`config.mk`:
```
export PLATFORM = sky130hd
export DESIGN_NAME = dpp_probe_port
export DESIGN_NICKNAME = d
export VERILOG_FILES = /design/src/verilog/dpp_pkg.sv /design/src/verilog/dpp_tick_if.sv /design/src/verilog/dpp_clkgen.sv /design/src/verilog/dpp_probe_port.sv /design/src/verilog/dpp_sync.sv
export VERILOG_INCLUDE_DIRS = /design/src /design/src/verilog
export SDC_FILE = /design/constraint.sdc
export NUM_CORES = 1
export LEC_CHECK = 0
export ABC_AREA = 1
export BUFFER_PORTS_ARGS = -buffer_cell sky130_fd_sc_hd__buf_2
export CAP_MARGIN = 20
export CORE_MARGIN = 5
export CORE_UTILIZATION = 45
export DETAILED_ROUTE_END_ITERATION = 12
export SLEW_MARGIN = 0
export SYNTH_ARGS = -nofsm -noshare
export SYNTH_HDL_FRONTEND = slang
export SYNTH_HIERARCHICAL = 1
export SYNTH_SLANG_ARGS = --single-unit
```
`constraint.sdc`:
```
create_clock -name pclk -period 3.06 [get_ports pclk]
set_input_delay 0.765 -clock pclk [delete_from_list [all_inputs] [get_ports pclk]]
set_output_delay 0.765 -clock pclk [all_outputs]
set_load 0.005 [all_outputs]
```
`src/verilog/dpp_consts.svh`:
```
`ifndef DPP_CONSTS_SVH
`define DPP_CONSTS_SVH
// register byte offsets
`define DPP_A_CTRL 8'h00
`define DPP_A_CMD 8'h04
`define DPP_A_WDATA 8'h08
`define DPP_A_RDATA 8'h0c
`define DPP_A_STAT 8'h10
`define DPP_A_TSEL1 8'h14
`define DPP_A_TSEL2 8'h18
`define DPP_A_RBASE0 8'h1c
`define DPP_A_RBASE1 8'h20
// control register fields
`define DPP_C_TYPE 1:0
`define DPP_C_SWE 2
`define DPP_C_IDLEH 3
`define DPP_C_RISE 4
`define DPP_C_POLH 5
`define DPP_C_REMAP 6
`define DPP_C_SHARE 8:7
`define DPP_C_SEC 9
`define DPP_C_FLAGS 14:10
`define DPP_C_NOKEEP 11
`define DPP_C_TCA 19:16
`define DPP_C_SEL1V 20
`define DPP_C_SEL2V 21
`define DPP_C_SAMECHIP 22
`define DPP_CTRL_RST 32'h0000_0000
`define DPP_CTRL_MASK 32'h007f_7fff
// command register fields
`define DPP_K_OP 2:0
`define DPP_K_APNDP 3
`define DPP_K_RNW 4
`define DPP_K_ADDR 6:5
`define DPP_K_SEL2 7
`define DPP_K_CNT 13:8
// serial wire framing
`define DPP_SWD_LAST 6'd45
`define DPP_ACK_BIT 6'd12
`define DPP_ACK_OK 3'h1
`define DPP_TSEL_REQ 8'h99
// link timing
`define DPP_CLK_NS 20
`define DPP_LINK_NS 160
`define DPP_HALF_CYC (`DPP_LINK_NS / (2 * `DPP_CLK_NS))
`endif

```
`src/verilog/dpp_pkg.sv`:
```
package dpp_pkg;
   typedef enum logic [1:0] {PT_JTAG, PT_SWD, PT_CJTAG, PT_CJTAG_SWD}
      dpp_port_t;
   typedef enum logic [2:0] {OP_NONE, OP_SWD, OP_SWITCH, OP_JTAG, OP_TSEL,
      OP_RST_ON, OP_RST_OFF, OP_CONNECT} dpp_op_t;
   typedef enum logic [1:0] {SH_OFF, SH_ON, SH_AUTO} dpp_share_t;
   typedef enum logic [1:0] {ST_IDLE, ST_WAIT, ST_RUN} dpp_state_t;
endpackage

```
`src/verilog/dpp_tick_if.sv`:
```
`timescale 1ns/1ns
// link bit-clock ticks between divider and engine
interface dpp_tick_if;
   logic run;
   logic rise;
   logic fall;
   modport gen (input run, output rise, output fall);
   modport eng (output run, input rise, input fall);
endinterface
```
`src/verilog/dpp_clkgen.sv`:
```
`timescale 1ns/1ns
`include "dpp_consts.svh"
module dpp_clkgen #(
   parameter int HALF = `DPP_HALF_CYC
) (
   input wire logic pclk, // system clock
   input wire logic presetn, // async reset, active low
   dpp_tick_if.gen tk // tick carrier
);
   logic [7:0] cnt_r, cnt_nxt;
   logic ph_r, ph_nxt, rise_r, rise_nxt, fall_r, fall_nxt;

   // half-period divider; phase restarts low whenever run drops
   always_comb begin
      cnt_nxt = 8'h00;
      ph_nxt = 1'b0;
      rise_nxt = 1'b0;
      fall_nxt = 1'b0;
      if (tk.run) begin
         ph_nxt = ph_r;
         if (cnt_r == 8'(HALF - 1)) begin
            ph_nxt = ~ph_r;
            rise_nxt = ~ph_r;
            fall_nxt = ph_r;
         end else begin
            cnt_nxt = cnt_r + 8'h01;
         end
      end
   end

   always_ff @(posedge pclk or negedge presetn) begin
      if (!presetn) begin
         cnt_r <= 8'h00;
         ph_r <= 1'b0;
         rise_r <= 1'b0;
         fall_r <= 1'b0;
      end else begin
         cnt_r <= cnt_nxt;
         ph_r <= ph_nxt;
         rise_r <= rise_nxt;
         fall_r <= fall_nxt;
      end
   end

   assign tk.rise = rise_r;
   assign tk.fall = fall_r;
endmodule

```
`src/verilog/dpp_probe_port.sv`:
```
`timescale 1ns/1ns
`include "dpp_consts.svh"
module dpp_probe_port (
   input wire logic pclk, // system clock, 50 MHz
   input wire logic presetn, // async reset, active low
   input wire logic psel, // apb select
   input wire logic penable, // apb enable
   input wire logic pwrite, // apb direction
   input wire logic [7:0] paddr, // apb byte address
   input wire logic [31:0] pwdata, // apb write data
   output logic [31:0] prdata, // apb read data
   output logic pready, // apb ready
   output logic pslverr, // apb error, unmapped address
   output logic swclk_tck_o, // link clock
   output logic swdio_tms_o, // data / mode pin level
   output logic swdio_tms_oe, // data / mode pin drive enable
   input wire logic swdio_tms_i, // data / mode pin sensed
   output logic tdi_o, // test data to target
   input wire logic tdo_i, // test data from target
   output logic test_reset_n_o, // test reset level
   output logic test_reset_n_oe, // test reset drive enable
   output logic system_reset_n_o, // system reset level, open drain
   output logic system_reset_n_oe, // system reset pull enable
   output logic share_req_o, // port access request
   input wire logic share_grant_i, // port access grant
   input wire logic tool_detect_i // second tool present
);
   logic [31:0] ctrl_r, ctrl_nxt, wdata_r, wdata_nxt, rdata_r, rdata_nxt;
   logic [31:0] tsel1_r, tsel1_nxt, tsel2_r, tsel2_nxt;
   logic [31:0] rbase0_r, rbase0_nxt, rbase1_r, rbase1_nxt;
   logic [31:0] prdata_nxt, rd_mux, stat_w, sel_w;
   logic pready_nxt, pslverr_nxt, hit, shared_r, shared_nxt;
   logic wr_acc, wr_cmd, swd_m, cj_m, share_eff, sel_v, p_go;
   logic [3:0] sync_q;
   logic dio_s, tdo_s, grant_s, tool_s;
   dpp_pkg::dpp_state_t st_r, st_nxt;
   dpp_pkg::dpp_op_t op_r, op_nxt, op_in;
   logic [5:0] idx_r, idx_nxt, last_r, last_nxt, p_last;
   logic [63:0] out_r, out_nxt, oe_r, oe_nxt, cap_r, cap_nxt, p_out, p_oe;
   logic seen_r, seen_nxt, rst_r, rst_nxt, tool_r, tool_nxt;
   logic [2:0] ack_r, ack_nxt;
   logic perr_r, perr_nxt, req_r, req_nxt, clk_r, clk_nxt;
   logic dio_r, dio_nxt, doe_r, doe_nxt, tdi_r, tdi_nxt;
   logic trst_r, trst_nxt, trst_oe_r, trst_oe_nxt, srst_oe_r, srst_oe_nxt;
   logic jtag_r, rise_m, adv, bad_ack, master, remap, pol_h;

   dpp_tick_if tk ();

   dpp_clkgen #(.HALF(`DPP_HALF_CYC)) u_clkgen (
      .pclk(pclk),
      .presetn(presetn),
      .tk(tk.gen)
   );

   // pins from outside are only read after two stages
   dpp_sync #(.W(4)) u_sync (
      .pclk(pclk),
      .presetn(presetn),
      .d({swdio_tms_i, tdo_i, share_grant_i, tool_detect_i}),
      .q(sync_q)
   );
   assign {dio_s, tdo_s, grant_s, tool_s} = sync_q;

   // mode decode
   assign swd_m = ctrl_r[`DPP_C_SWE] ||
      ctrl_r[`DPP_C_TYPE] == dpp_pkg::PT_SWD ||
      ctrl_r[`DPP_C_TYPE] == dpp_pkg::PT_CJTAG_SWD;
   assign cj_m = ctrl_r[`DPP_C_TYPE] == dpp_pkg::PT_CJTAG ||
      ctrl_r[`DPP_C_TYPE] == dpp_pkg::PT_CJTAG_SWD;
   assign share_eff = ctrl_r[`DPP_C_SHARE] == dpp_pkg::SH_ON ||
      (ctrl_r[`DPP_C_SHARE] == dpp_pkg::SH_AUTO && tool_r);
   assign master = !ctrl_r[`DPP_C_SEC];
   assign remap = ctrl_r[`DPP_C_REMAP];
   assign pol_h = ctrl_r[`DPP_C_POLH] && remap;
   assign wr_acc = psel && penable && pwrite && pready;
   assign wr_cmd = wr_acc && paddr == `DPP_A_CMD;
   assign op_in = dpp_pkg::dpp_op_t'(pwdata[`DPP_K_OP]);
   assign sel_w = pwdata[`DPP_K_SEL2] ? tsel2_r : tsel1_r;
   assign sel_v = pwdata[`DPP_K_SEL2] ? ctrl_r[`DPP_C_SEL2V] :
      ctrl_r[`DPP_C_SEL1V];
   assign jtag_r = op_r == dpp_pkg::OP_JTAG;
   assign tk.run = st_r == dpp_pkg::ST_RUN;
   assign stat_w = {22'h0, rst_r, shared_r, share_eff, tool_r, grant_s,
      perr_r, ack_r, st_r != dpp_pkg::ST_IDLE};

   // register read mux and address decode
   always_comb begin
      hit = 1'b1;
      case (paddr)
         `DPP_A_CTRL: rd_mux = ctrl_r;
         `DPP_A_CMD: rd_mux = {26'h0, idx_r};
         `DPP_A_WDATA: rd_mux = wdata_r;
         `DPP_A_RDATA: rd_mux = rdata_r;
         `DPP_A_STAT: rd_mux = stat_w;
         `DPP_A_TSEL1: rd_mux = tsel1_r;
         `DPP_A_TSEL2: rd_mux = tsel2_r;
         `DPP_A_RBASE0: rd_mux = rbase0_r;
         `DPP_A_RBASE1: rd_mux = rbase1_r;
         default: begin
            rd_mux = 32'h0;
            hit = 1'b0;
         end
      endcase
   end

   // bus slave: answer one cycle after setup, registered data and error
   always_comb begin
      ctrl_nxt = ctrl_r;
      wdata_nxt = wdata_r;
      tsel1_nxt = tsel1_r;
      tsel2_nxt = tsel2_r;
      rbase0_nxt = rbase0_r;
      rbase1_nxt = rbase1_r;
      prdata_nxt = prdata;
      pready_nxt = psel && !penable;
      pslverr_nxt = 1'b0;
      if (psel && !penable) begin
         pslverr_nxt = !hit;
         prdata_nxt = pwrite ? 32'h0 : rd_mux;
      end
      if (wr_acc) begin
         case (paddr)
            `DPP_A_CTRL: ctrl_nxt = pwdata & `DPP_CTRL_MASK;
            `DPP_A_WDATA: wdata_nxt = pwdata;
            `DPP_A_TSEL1: tsel1_nxt = pwdata;
            `DPP_A_TSEL2: tsel2_nxt = pwdata;
            `DPP_A_RBASE0: rbase0_nxt = pwdata;
            `DPP_A_RBASE1: rbase1_nxt = pwdata;
            default: ;
         endcase
      end
      shared_nxt = ctrl_r[`DPP_C_SAMECHIP] && rbase0_r == rbase1_r;
   end

   always_ff @(posedge pclk or negedge presetn) begin
      if (!presetn) begin
         ctrl_r <= `DPP_CTRL_RST;
         wdata_r <= 32'h0;
         tsel1_r <= 32'h0;
         tsel2_r <= 32'h0;
         rbase0_r <= 32'h0;
         rbase1_r <= 32'h0;
         prdata <= 32'h0;
         pready <= 1'b0;
         pslverr <= 1'b0;
         shared_r <= 1'b0;
      end else begin
         ctrl_r <= ctrl_nxt;
         wdata_r <= wdata_nxt;
         tsel1_r <= tsel1_nxt;
         tsel2_r <= tsel2_nxt;
         rbase0_r <= rbase0_nxt;
         rbase1_r <= rbase1_nxt;
         prdata <= prdata_nxt;
         pready <= pready_nxt;
         pslverr <= pslverr_nxt;
         shared_r <= shared_nxt;
      end
   end

   // bit plan for a new command, bit 0 goes out first
   always_comb begin
      p_out = 64'h0;
      p_oe = 64'h0;
      p_last = `DPP_SWD_LAST;
      p_go = 1'b0;
      case (op_in)
         dpp_pkg::OP_SWD: begin
            p_out[7:0] = {1'b1, 1'b0, ^pwdata[6:3], pwdata[6:5],
               pwdata[`DPP_K_RNW], pwdata[`DPP_K_APNDP], 1'b1};
            p_oe[7:0] = 8'hff;
            if (!pwdata[`DPP_K_RNW]) begin
               p_out[45:13] = {^wdata_r, wdata_r};
               p_oe[45:13] = 33'h1_ffff_ffff;
            end
            p_go = swd_m;
         end
         dpp_pkg::OP_TSEL: begin
            if (ctrl_r[`DPP_C_TYPE] == dpp_pkg::PT_CJTAG) begin
               p_out[3:0] = ctrl_r[`DPP_C_TCA];
               p_oe[3:0] = 4'hf;
               p_last = 6'd3;
               p_go = 1'b1;
            end else begin
               p_out[7:0] = `DPP_TSEL_REQ;
               p_out[45:13] = {^sel_w, sel_w};
               p_oe[7:0] = 8'hff;
               p_oe[45:13] = 33'h1_ffff_ffff;
               p_go = swd_m && sel_v;
            end
         end
         dpp_pkg::OP_SWITCH, dpp_pkg::OP_JTAG: begin
            p_out[31:0] = wdata_r;
            p_oe = {64{1'b1}};
            p_last = pwdata[`DPP_K_CNT] - 6'd1;
            p_go = pwdata[`DPP_K_CNT] != 6'd0 &&
               (op_in == dpp_pkg::OP_SWITCH || !swd_m);
         end
         default: ;
      endcase
   end

   // rising-edge option only applies to the switch sequence
   assign rise_m = op_r == dpp_pkg::OP_SWITCH && ctrl_r[`DPP_C_RISE];
   assign adv = idx_r != last_r &&
      (rise_m ? (tk.rise && seen_r) : tk.fall);
   assign bad_ack = op_r == dpp_pkg::OP_SWD && idx_r == `DPP_ACK_BIT &&
      cap_r[11:9] != `DPP_ACK_OK;

   // link engine: sharing handshake, bit shifting, reset lines
   always_comb begin
      st_nxt = st_r;
      op_nxt = op_r;
      idx_nxt = idx_r;
      last_nxt = last_r;
      out_nxt = out_r;
      oe_nxt = oe_r;
      cap_nxt = cap_r;
      seen_nxt = seen_r;
      rst_nxt = rst_r;
      tool_nxt = tool_r;
      ack_nxt = ack_r;
      perr_nxt = perr_r;
      rdata_nxt = rdata_r;
      req_nxt = req_r;
      clk_nxt = clk_r;
      dio_nxt = dio_r;
      doe_nxt = doe_r;
      tdi_nxt = tdi_r;
      case (st_r)
         dpp_pkg::ST_IDLE: begin
            clk_nxt = 1'b0;
            dio_nxt = swd_m && ctrl_r[`DPP_C_IDLEH];
            doe_nxt = cj_m ? ctrl_r[`DPP_C_NOKEEP] : 1'b1;
            if (wr_cmd) begin
               case (op_in)
                  dpp_pkg::OP_RST_ON: rst_nxt = 1'b1;
                  dpp_pkg::OP_RST_OFF: rst_nxt = 1'b0;
                  dpp_pkg::OP_CONNECT: tool_nxt = tool_s;
                  default: ;
               endcase
               if (p_go) begin
                  op_nxt = op_in;
                  idx_nxt = 6'd0;
                  last_nxt = p_last;
                  out_nxt = p_out;
                  oe_nxt = p_oe;
                  cap_nxt = 64'h0;
                  seen_nxt = 1'b0;
                  req_nxt = share_eff;
                  st_nxt = share_eff ? dpp_pkg::ST_WAIT :
                     dpp_pkg::ST_RUN;
               end
            end
         end
         dpp_pkg::ST_WAIT: begin
            if (grant_s) begin
               st_nxt = dpp_pkg::ST_RUN;
            end
         end
         dpp_pkg::ST_RUN: begin
            if (tk.rise) begin
               clk_nxt = 1'b1;
               seen_nxt = 1'b1;
               if (jtag_r || !oe_r[idx_r]) begin
                  cap_nxt[idx_r] = jtag_r ? tdo_s : dio_s;
               end
            end
            if (tk.fall) begin
               clk_nxt = 1'b0;
            end
            if (tk.fall && (idx_r == last_r || bad_ack)) begin
               st_nxt = dpp_pkg::ST_IDLE;
               req_nxt = 1'b0;
               ack_nxt = cap_r[11:9];
               rdata_nxt = jtag_r ? cap_r[31:0] : cap_r[43:12];
               perr_nxt = op_r == dpp_pkg::OP_SWD && out_r[2] &&
                  !bad_ack && ^cap_r[44:12];
            end else if (adv) begin
               idx_nxt = idx_r + 6'd1;
            end
         end
         default: st_nxt = dpp_pkg::ST_IDLE;
      endcase
      // drive the new bit when a run starts or the index moves
      if (st_nxt == dpp_pkg::ST_RUN &&
         (st_r != dpp_pkg::ST_RUN || idx_nxt != idx_r)) begin
         dio_nxt = op_nxt == dpp_pkg::OP_JTAG ? idx_nxt == last_nxt :
            out_nxt[idx_nxt];
         doe_nxt = op_nxt == dpp_pkg::OP_JTAG || oe_nxt[idx_nxt];
         tdi_nxt = out_nxt[idx_nxt];
      end
      // reset lines, secondary never drives them
      trst_oe_nxt = master;
      trst_nxt = remap ? (pol_h ? rst_r : !rst_r) : 1'b1;
      srst_oe_nxt = master && !remap && rst_r;
   end

   always_ff @(posedge pclk or negedge presetn) begin
      if (!presetn) begin
         st_r <= dpp_pkg::ST_IDLE;
         op_r <= dpp_pkg::OP_NONE;
         idx_r <= 6'd0;
         last_r <= 6'd0;
         out_r <= 64'h0;
         oe_r <= 64'h0;
         cap_r <= 64'h0;
         seen_r <= 1'b0;
         rst_r <= 1'b0;
         tool_r <= 1'b0;
         ack_r <= 3'h0;
         perr_r <= 1'b0;
         rdata_r <= 32'h0;
         req_r <= 1'b0;
         clk_r <= 1'b0;
         dio_r <= 1'b0;
         doe_r <= 1'b1;
         tdi_r <= 1'b0;
         trst_r <= 1'b1;
         trst_oe_r <= 1'b1;
         srst_oe_r <= 1'b0;
      end else begin
         st_r <= st_nxt;
         op_r <= op_nxt;
         idx_r <= idx_nxt;
         last_r <= last_nxt;
         out_r <= out_nxt;
         oe_r <= oe_nxt;
         cap_r <= cap_nxt;
         seen_r <= seen_nxt;
         rst_r <= rst_nxt;
         tool_r <= tool_nxt;
         ack_r <= ack_nxt;
         perr_r <= perr_nxt;
         rdata_r <= rdata_nxt;
         req_r <= req_nxt;
         clk_r <= clk_nxt;
         dio_r <= dio_nxt;
         doe_r <= doe_nxt;
         tdi_r <= tdi_nxt;
         trst_r <= trst_nxt;
         trst_oe_r <= trst_oe_nxt;
         srst_oe_r <= srst_oe_nxt;
      end
   end

   // every pin straight from a flop, except system_reset_n_o which is tied low
   assign swclk_tck_o = clk_r;
   assign swdio_tms_o = dio_r;
   assign swdio_tms_oe = doe_r;
   assign tdi_o = tdi_r;
   assign test_reset_n_o = trst_r;
   assign test_reset_n_oe = trst_oe_r;
   assign system_reset_n_o = 1'b0;
   assign system_reset_n_oe = srst_oe_r;
   assign share_req_o = req_r;
endmodule

```
`src/verilog/dpp_sync.sv`:
```
`timescale 1ns/1ns
module dpp_sync #(
   parameter int W = 1
) (
   input wire logic pclk, // system clock
   input wire logic presetn, // async reset, active low
   input wire logic [W-1:0] d, // asynchronous inputs
   output logic [W-1:0] q // synchronised outputs
);
   logic [W-1:0] meta_r;

   // two stages; only the second stage is ever read
   always_ff @(posedge pclk or negedge presetn) begin
      if (!presetn) begin
         meta_r <= '0;
         q <= '0;
      end else begin
         meta_r <= d;
         q <= meta_r;
      end
   end
endmodule

```
==> flow_summary.toml <==
[floorplanning]
design.die.area_sq_mm = 0.0616
ioPinCount = 92
design.core.area_sq_mm = 0.0563
die_height_microns = 248
start_util_pct = 45.4
floorplan.rows = 87
dieWidth_microns = 248

[drt]
detail-route-antenna-nets = 0
detail_route.wl_per_cell_microns = 20.9
vias = 25000
dr.pass1.iters = 6
route.detailed.drc = 0
drt-vias-per-instance = 5.60
totalWireLength_mm = 93.0
drtIter0Drc = 2900

[clocking]
clock_pin_slew_worst_setup_and_hold_paths_ns = 0.06
cts-root-buf = "sky130_fd_sc_hd__clkbuf_16"
cts_made_buffers = 54
cts.sinks = 473
tritoncts_clock_tree = "done"
clock_latency_ns = 0.63
cts_buffer_depth = 3
htree_num_levels = 2

[setup_path]
worstSetupPathType = "reg2reg"
r2r_start = "ctrl_r[2]"
reg2reg_depth = 21
worstPathArrival_ns = 3.54
crit_path_max_fanout = 6
worst_setup_path_startpoint = "ctrl_r[2]"
critical_path.endpoint = "swdio_tms_o"
timing.critical_path.from_type = "flop"
critical_path_required_ns = 3.60
worstSetupEndpointType = "flop"
worst_case_register_to_register_setup_slack_ns = 0.06
worst_r2r_endpoint = "swdio_tms_o"

[timing]
setup_viol = 0
final.period_utilization_pct = 98.0
final_hold_viol_count = 0
top_achievable_clock_speed_mhz = 333
fin_worst_skew_ns = 0.0286
timing.final.crit_period_ns = 3.00
worst_slack_ns = 0.0608
slew_headroom_pct = 39.1
transition_at_the_pin_with_the_smallest_max_transition_slack_ns = 0.890
drv_slew = 0
grt_setup_unrepaired = "true"

[synth]
synth_warnings = 6
yosysSeqAreaShare_pct = 46.4
syn_area_sq_mm = 0.0255
synthDistinctLibCells = 58
syn_area_per_cell_sq_um = 7.56
synth_edf_count = 0
main_flop_type_after_synthesis = "sky130_fd_sc_hd__dfrtp_1"
syn-num-nets = 3433
number_of_register_bits_inferred_by_synthesis = 473
async_flop_share_pct = 100
synthesis.instances = 3378

[power_and_ir_drop]
power.density_cell_area_mw_per_mm2 = 452
ir_drop_uv = 424
p_leak_nw = 15.0

[global_route]
grtUsageMet1_pct = 40.2
use_met3_pct = 4.41
first_global_vias = 24000
grt_antenna_before_repair = 1
grt_max_degree = 97
grt_overflow_total = 0
top_usage_layer_grt = "met2"
grt_pass1_wl_mm = 143
global_route.usage.total_pct = 29.9
gr-usage-met2_pct = 48.2

[placement]
dp.final_hpwl_mm = 68.3
io_buffer_count = 90
final_wtd_congestion = 0.983
detailedPlace.worstSlack_ns = -0.374

[min_path]
hold_path.class = "in2async"

[layout]
layout.cells.most_common = "sky130_fd_sc_hd__nand2_1"
postLayoutCoreUtil_pct = 55.0
n_antenna_cell = 0
fin_nets = 3715
layout_common_cells = "sky130_fd_sc_hd__nand2_1, sky130_fd_sc_hd__dfrtp_1, sky130_fd_sc_hd__o21ai_0, sky130_fd_sc_hd__inv_1, sky130_fd_sc_hd__buf_4"
layout-area-overhead-vs-synth_pct = 21.3
drive_gt1_share_pct = 15.7

[status]
status = "finished, final reports clean"

[run]
max-cap-violations = 0
==> layout make-up <==
type	count	area [sq um]
Clock buffer	76	1610
Inverter	398	1500
Timing Repair Buffer	405	3280
Tap cell	756	946
Sequential cell	473	11800
Multi-Input combinational cell	2328	11500
Clock inverter	21	329
Fill cell	5271	25300
==> report_power, final <==
part           switching (mW)  total (mW)  internal, mW
sequential             0.0172        6.29          6.27
combinational           0.426       0.604         0.178
clock                    2.78        7.10          4.31
total                    3.23        14.0          10.8
==> cell families (layout without fill, tap and decap cells) <==
group                      count (synthesis)  in the layout  synth area share, %
xor gates and xnor gates                  82             82                 2.81
muxes                                      2              2               0.0833
AOI/OAI and AO/OA                        770            770                 17.6
buffers and inverters                    577            900                 9.06
other                                      1              1               0.0147
and+or+nand+nor                         1467           1467                 23.8
adders and majority gates                  6              6                0.294
DFF                                      473            473                 46.4
==> critical path, stage by stage, from the launching register on <==
cell and delay, ns:
sky130_fd_sc_hd__dfrtp_1 0.42, sky130_fd_sc_hd__nor2_4 0.19, sky130_fd_sc_hd__a21oi_1 0.07, sky130_fd_sc_hd__buf_4 0.16, sky130_fd_sc_hd__o21ai_2 0.16, sky130_fd_sc_hd__o211ai_4 0.12, sky130_fd_sc_hd__nand2_2 0.07, sky130_fd_sc_hd__nand2_1 0.05
sky130_fd_sc_hd__nand2_2 0.10, sky130_fd_sc_hd__inv_1 0.07, sky130_fd_sc_hd__o21ai_0 0.44, sky130_fd_sc_hd__inv_1 0.19, sky130_fd_sc_hd__buf_12 0.18, sky130_fd_sc_hd__nand3_1 0.07, sky130_fd_sc_hd__nand2_1 0.06, sky130_fd_sc_hd__clkinv_1 0.05
sky130_fd_sc_hd__nand2_1 0.04, sky130_fd_sc_hd__nand2_1 0.12, sky130_fd_sc_hd__nand2_1 0.09, sky130_fd_sc_hd__nand2_1 0.09, sky130_fd_sc_hd__nand2_1 0.05, sky130_fd_sc_hd__a21oi_1 0.12
==> cell usage after synthesis (all sizes together) (10+ instances only) <==
cell / n / area (sq um)
dfrtp: 470 / 11800
inv: 390 / 1470
o211ai: 42 / 348
a22oi: 23 / 173
a2111oi: 16 / 140
nor3: 69 / 360
nand2: 1067 / 4060
clkbuf: 103 / 387
xnor2: 54 / 473
nand4: 15 / 93.8
a21oi: 34 / 170
nand3: 202 / 1040
a221oi: 26 / 228
o21ai: 476 / 2400
o31ai: 10 / 75.1
xor2: 28 / 245
nor2: 99 / 427
buf: 76 / 428
o22ai: 111 / 694
==> state kept, by name (all words and copies together) (netlist names), 6 cells and up <==
signal / count
rbase0_r: 32
wdata_r: 32
tsel2_r: 32
prdata: 32
rdata_r: 32
out_r: 64
u_clkgen/cnt_r: 8
tsel1_r: 32
last_r: 6
rbase1_r: 32
ctrl_r: 22
idx_r: 6
oe_r: 64
cap_r: 45
==> what timing repair did <==
item,CTS,global route
buffers inserted,0,5
hold buffers,0,0
resized for setup,0,21
setup endpoints to repair,0,48
==> metal layers <==
| metal | vias up | wire (microns) | part of all wire (%) |
|---|---|---|---|
| met4 | 0 | 4850 | 5.2 |
| met2 | 1020 | 43000 | 46 |
| met1 | 12000 | 38700 | 42 |
| li1 | 11700 | - | - |
| met3 | 236 | 6370 | 6.9 |
| met5 | - | 0 | 0 |
==> worst min path at each step <==
stage	from	to	slack, ns	cells past startpoint
final	presetn	prdata[29]	0.08	1
after CTS	presetn	prdata[29]	0.07	1
after global routing	presetn	prdata[29]	0.09	1
after global placement	u_sync/meta_r[3]	u_sync/q[3]	0.33	0
after floorplan	u_sync/meta_r[0]	u_sync/q[0]	0.33	0
after detailed placement	u_sync/meta_r[3]	u_sync/q[3]	0.34	0
==> per-stage QoR <==
step | hold WS [ns] | instance area [sq um] | power (mW) | instances | setup TNS [ns]
2_1_floorplan | 0.331 | 25500 | 6.61 | 3378 | 0
3_5_place_dp | 0.338 | 28900 | 7.00 | 4355 | -2.81
6_report | 0.0808 | 31000 | 14.0 | 4457 | 0
3_3_place_gp | 0.334 | 28900 | 7.00 | 4355 | -1.74
5_1_grt | 0.0871 | 31000 | 14.4 | 4457 | -0.0472
4_1_cts | 0.0652 | 30900 | 14.1 | 4452 | 0
(Power assumes the default switching activity.)
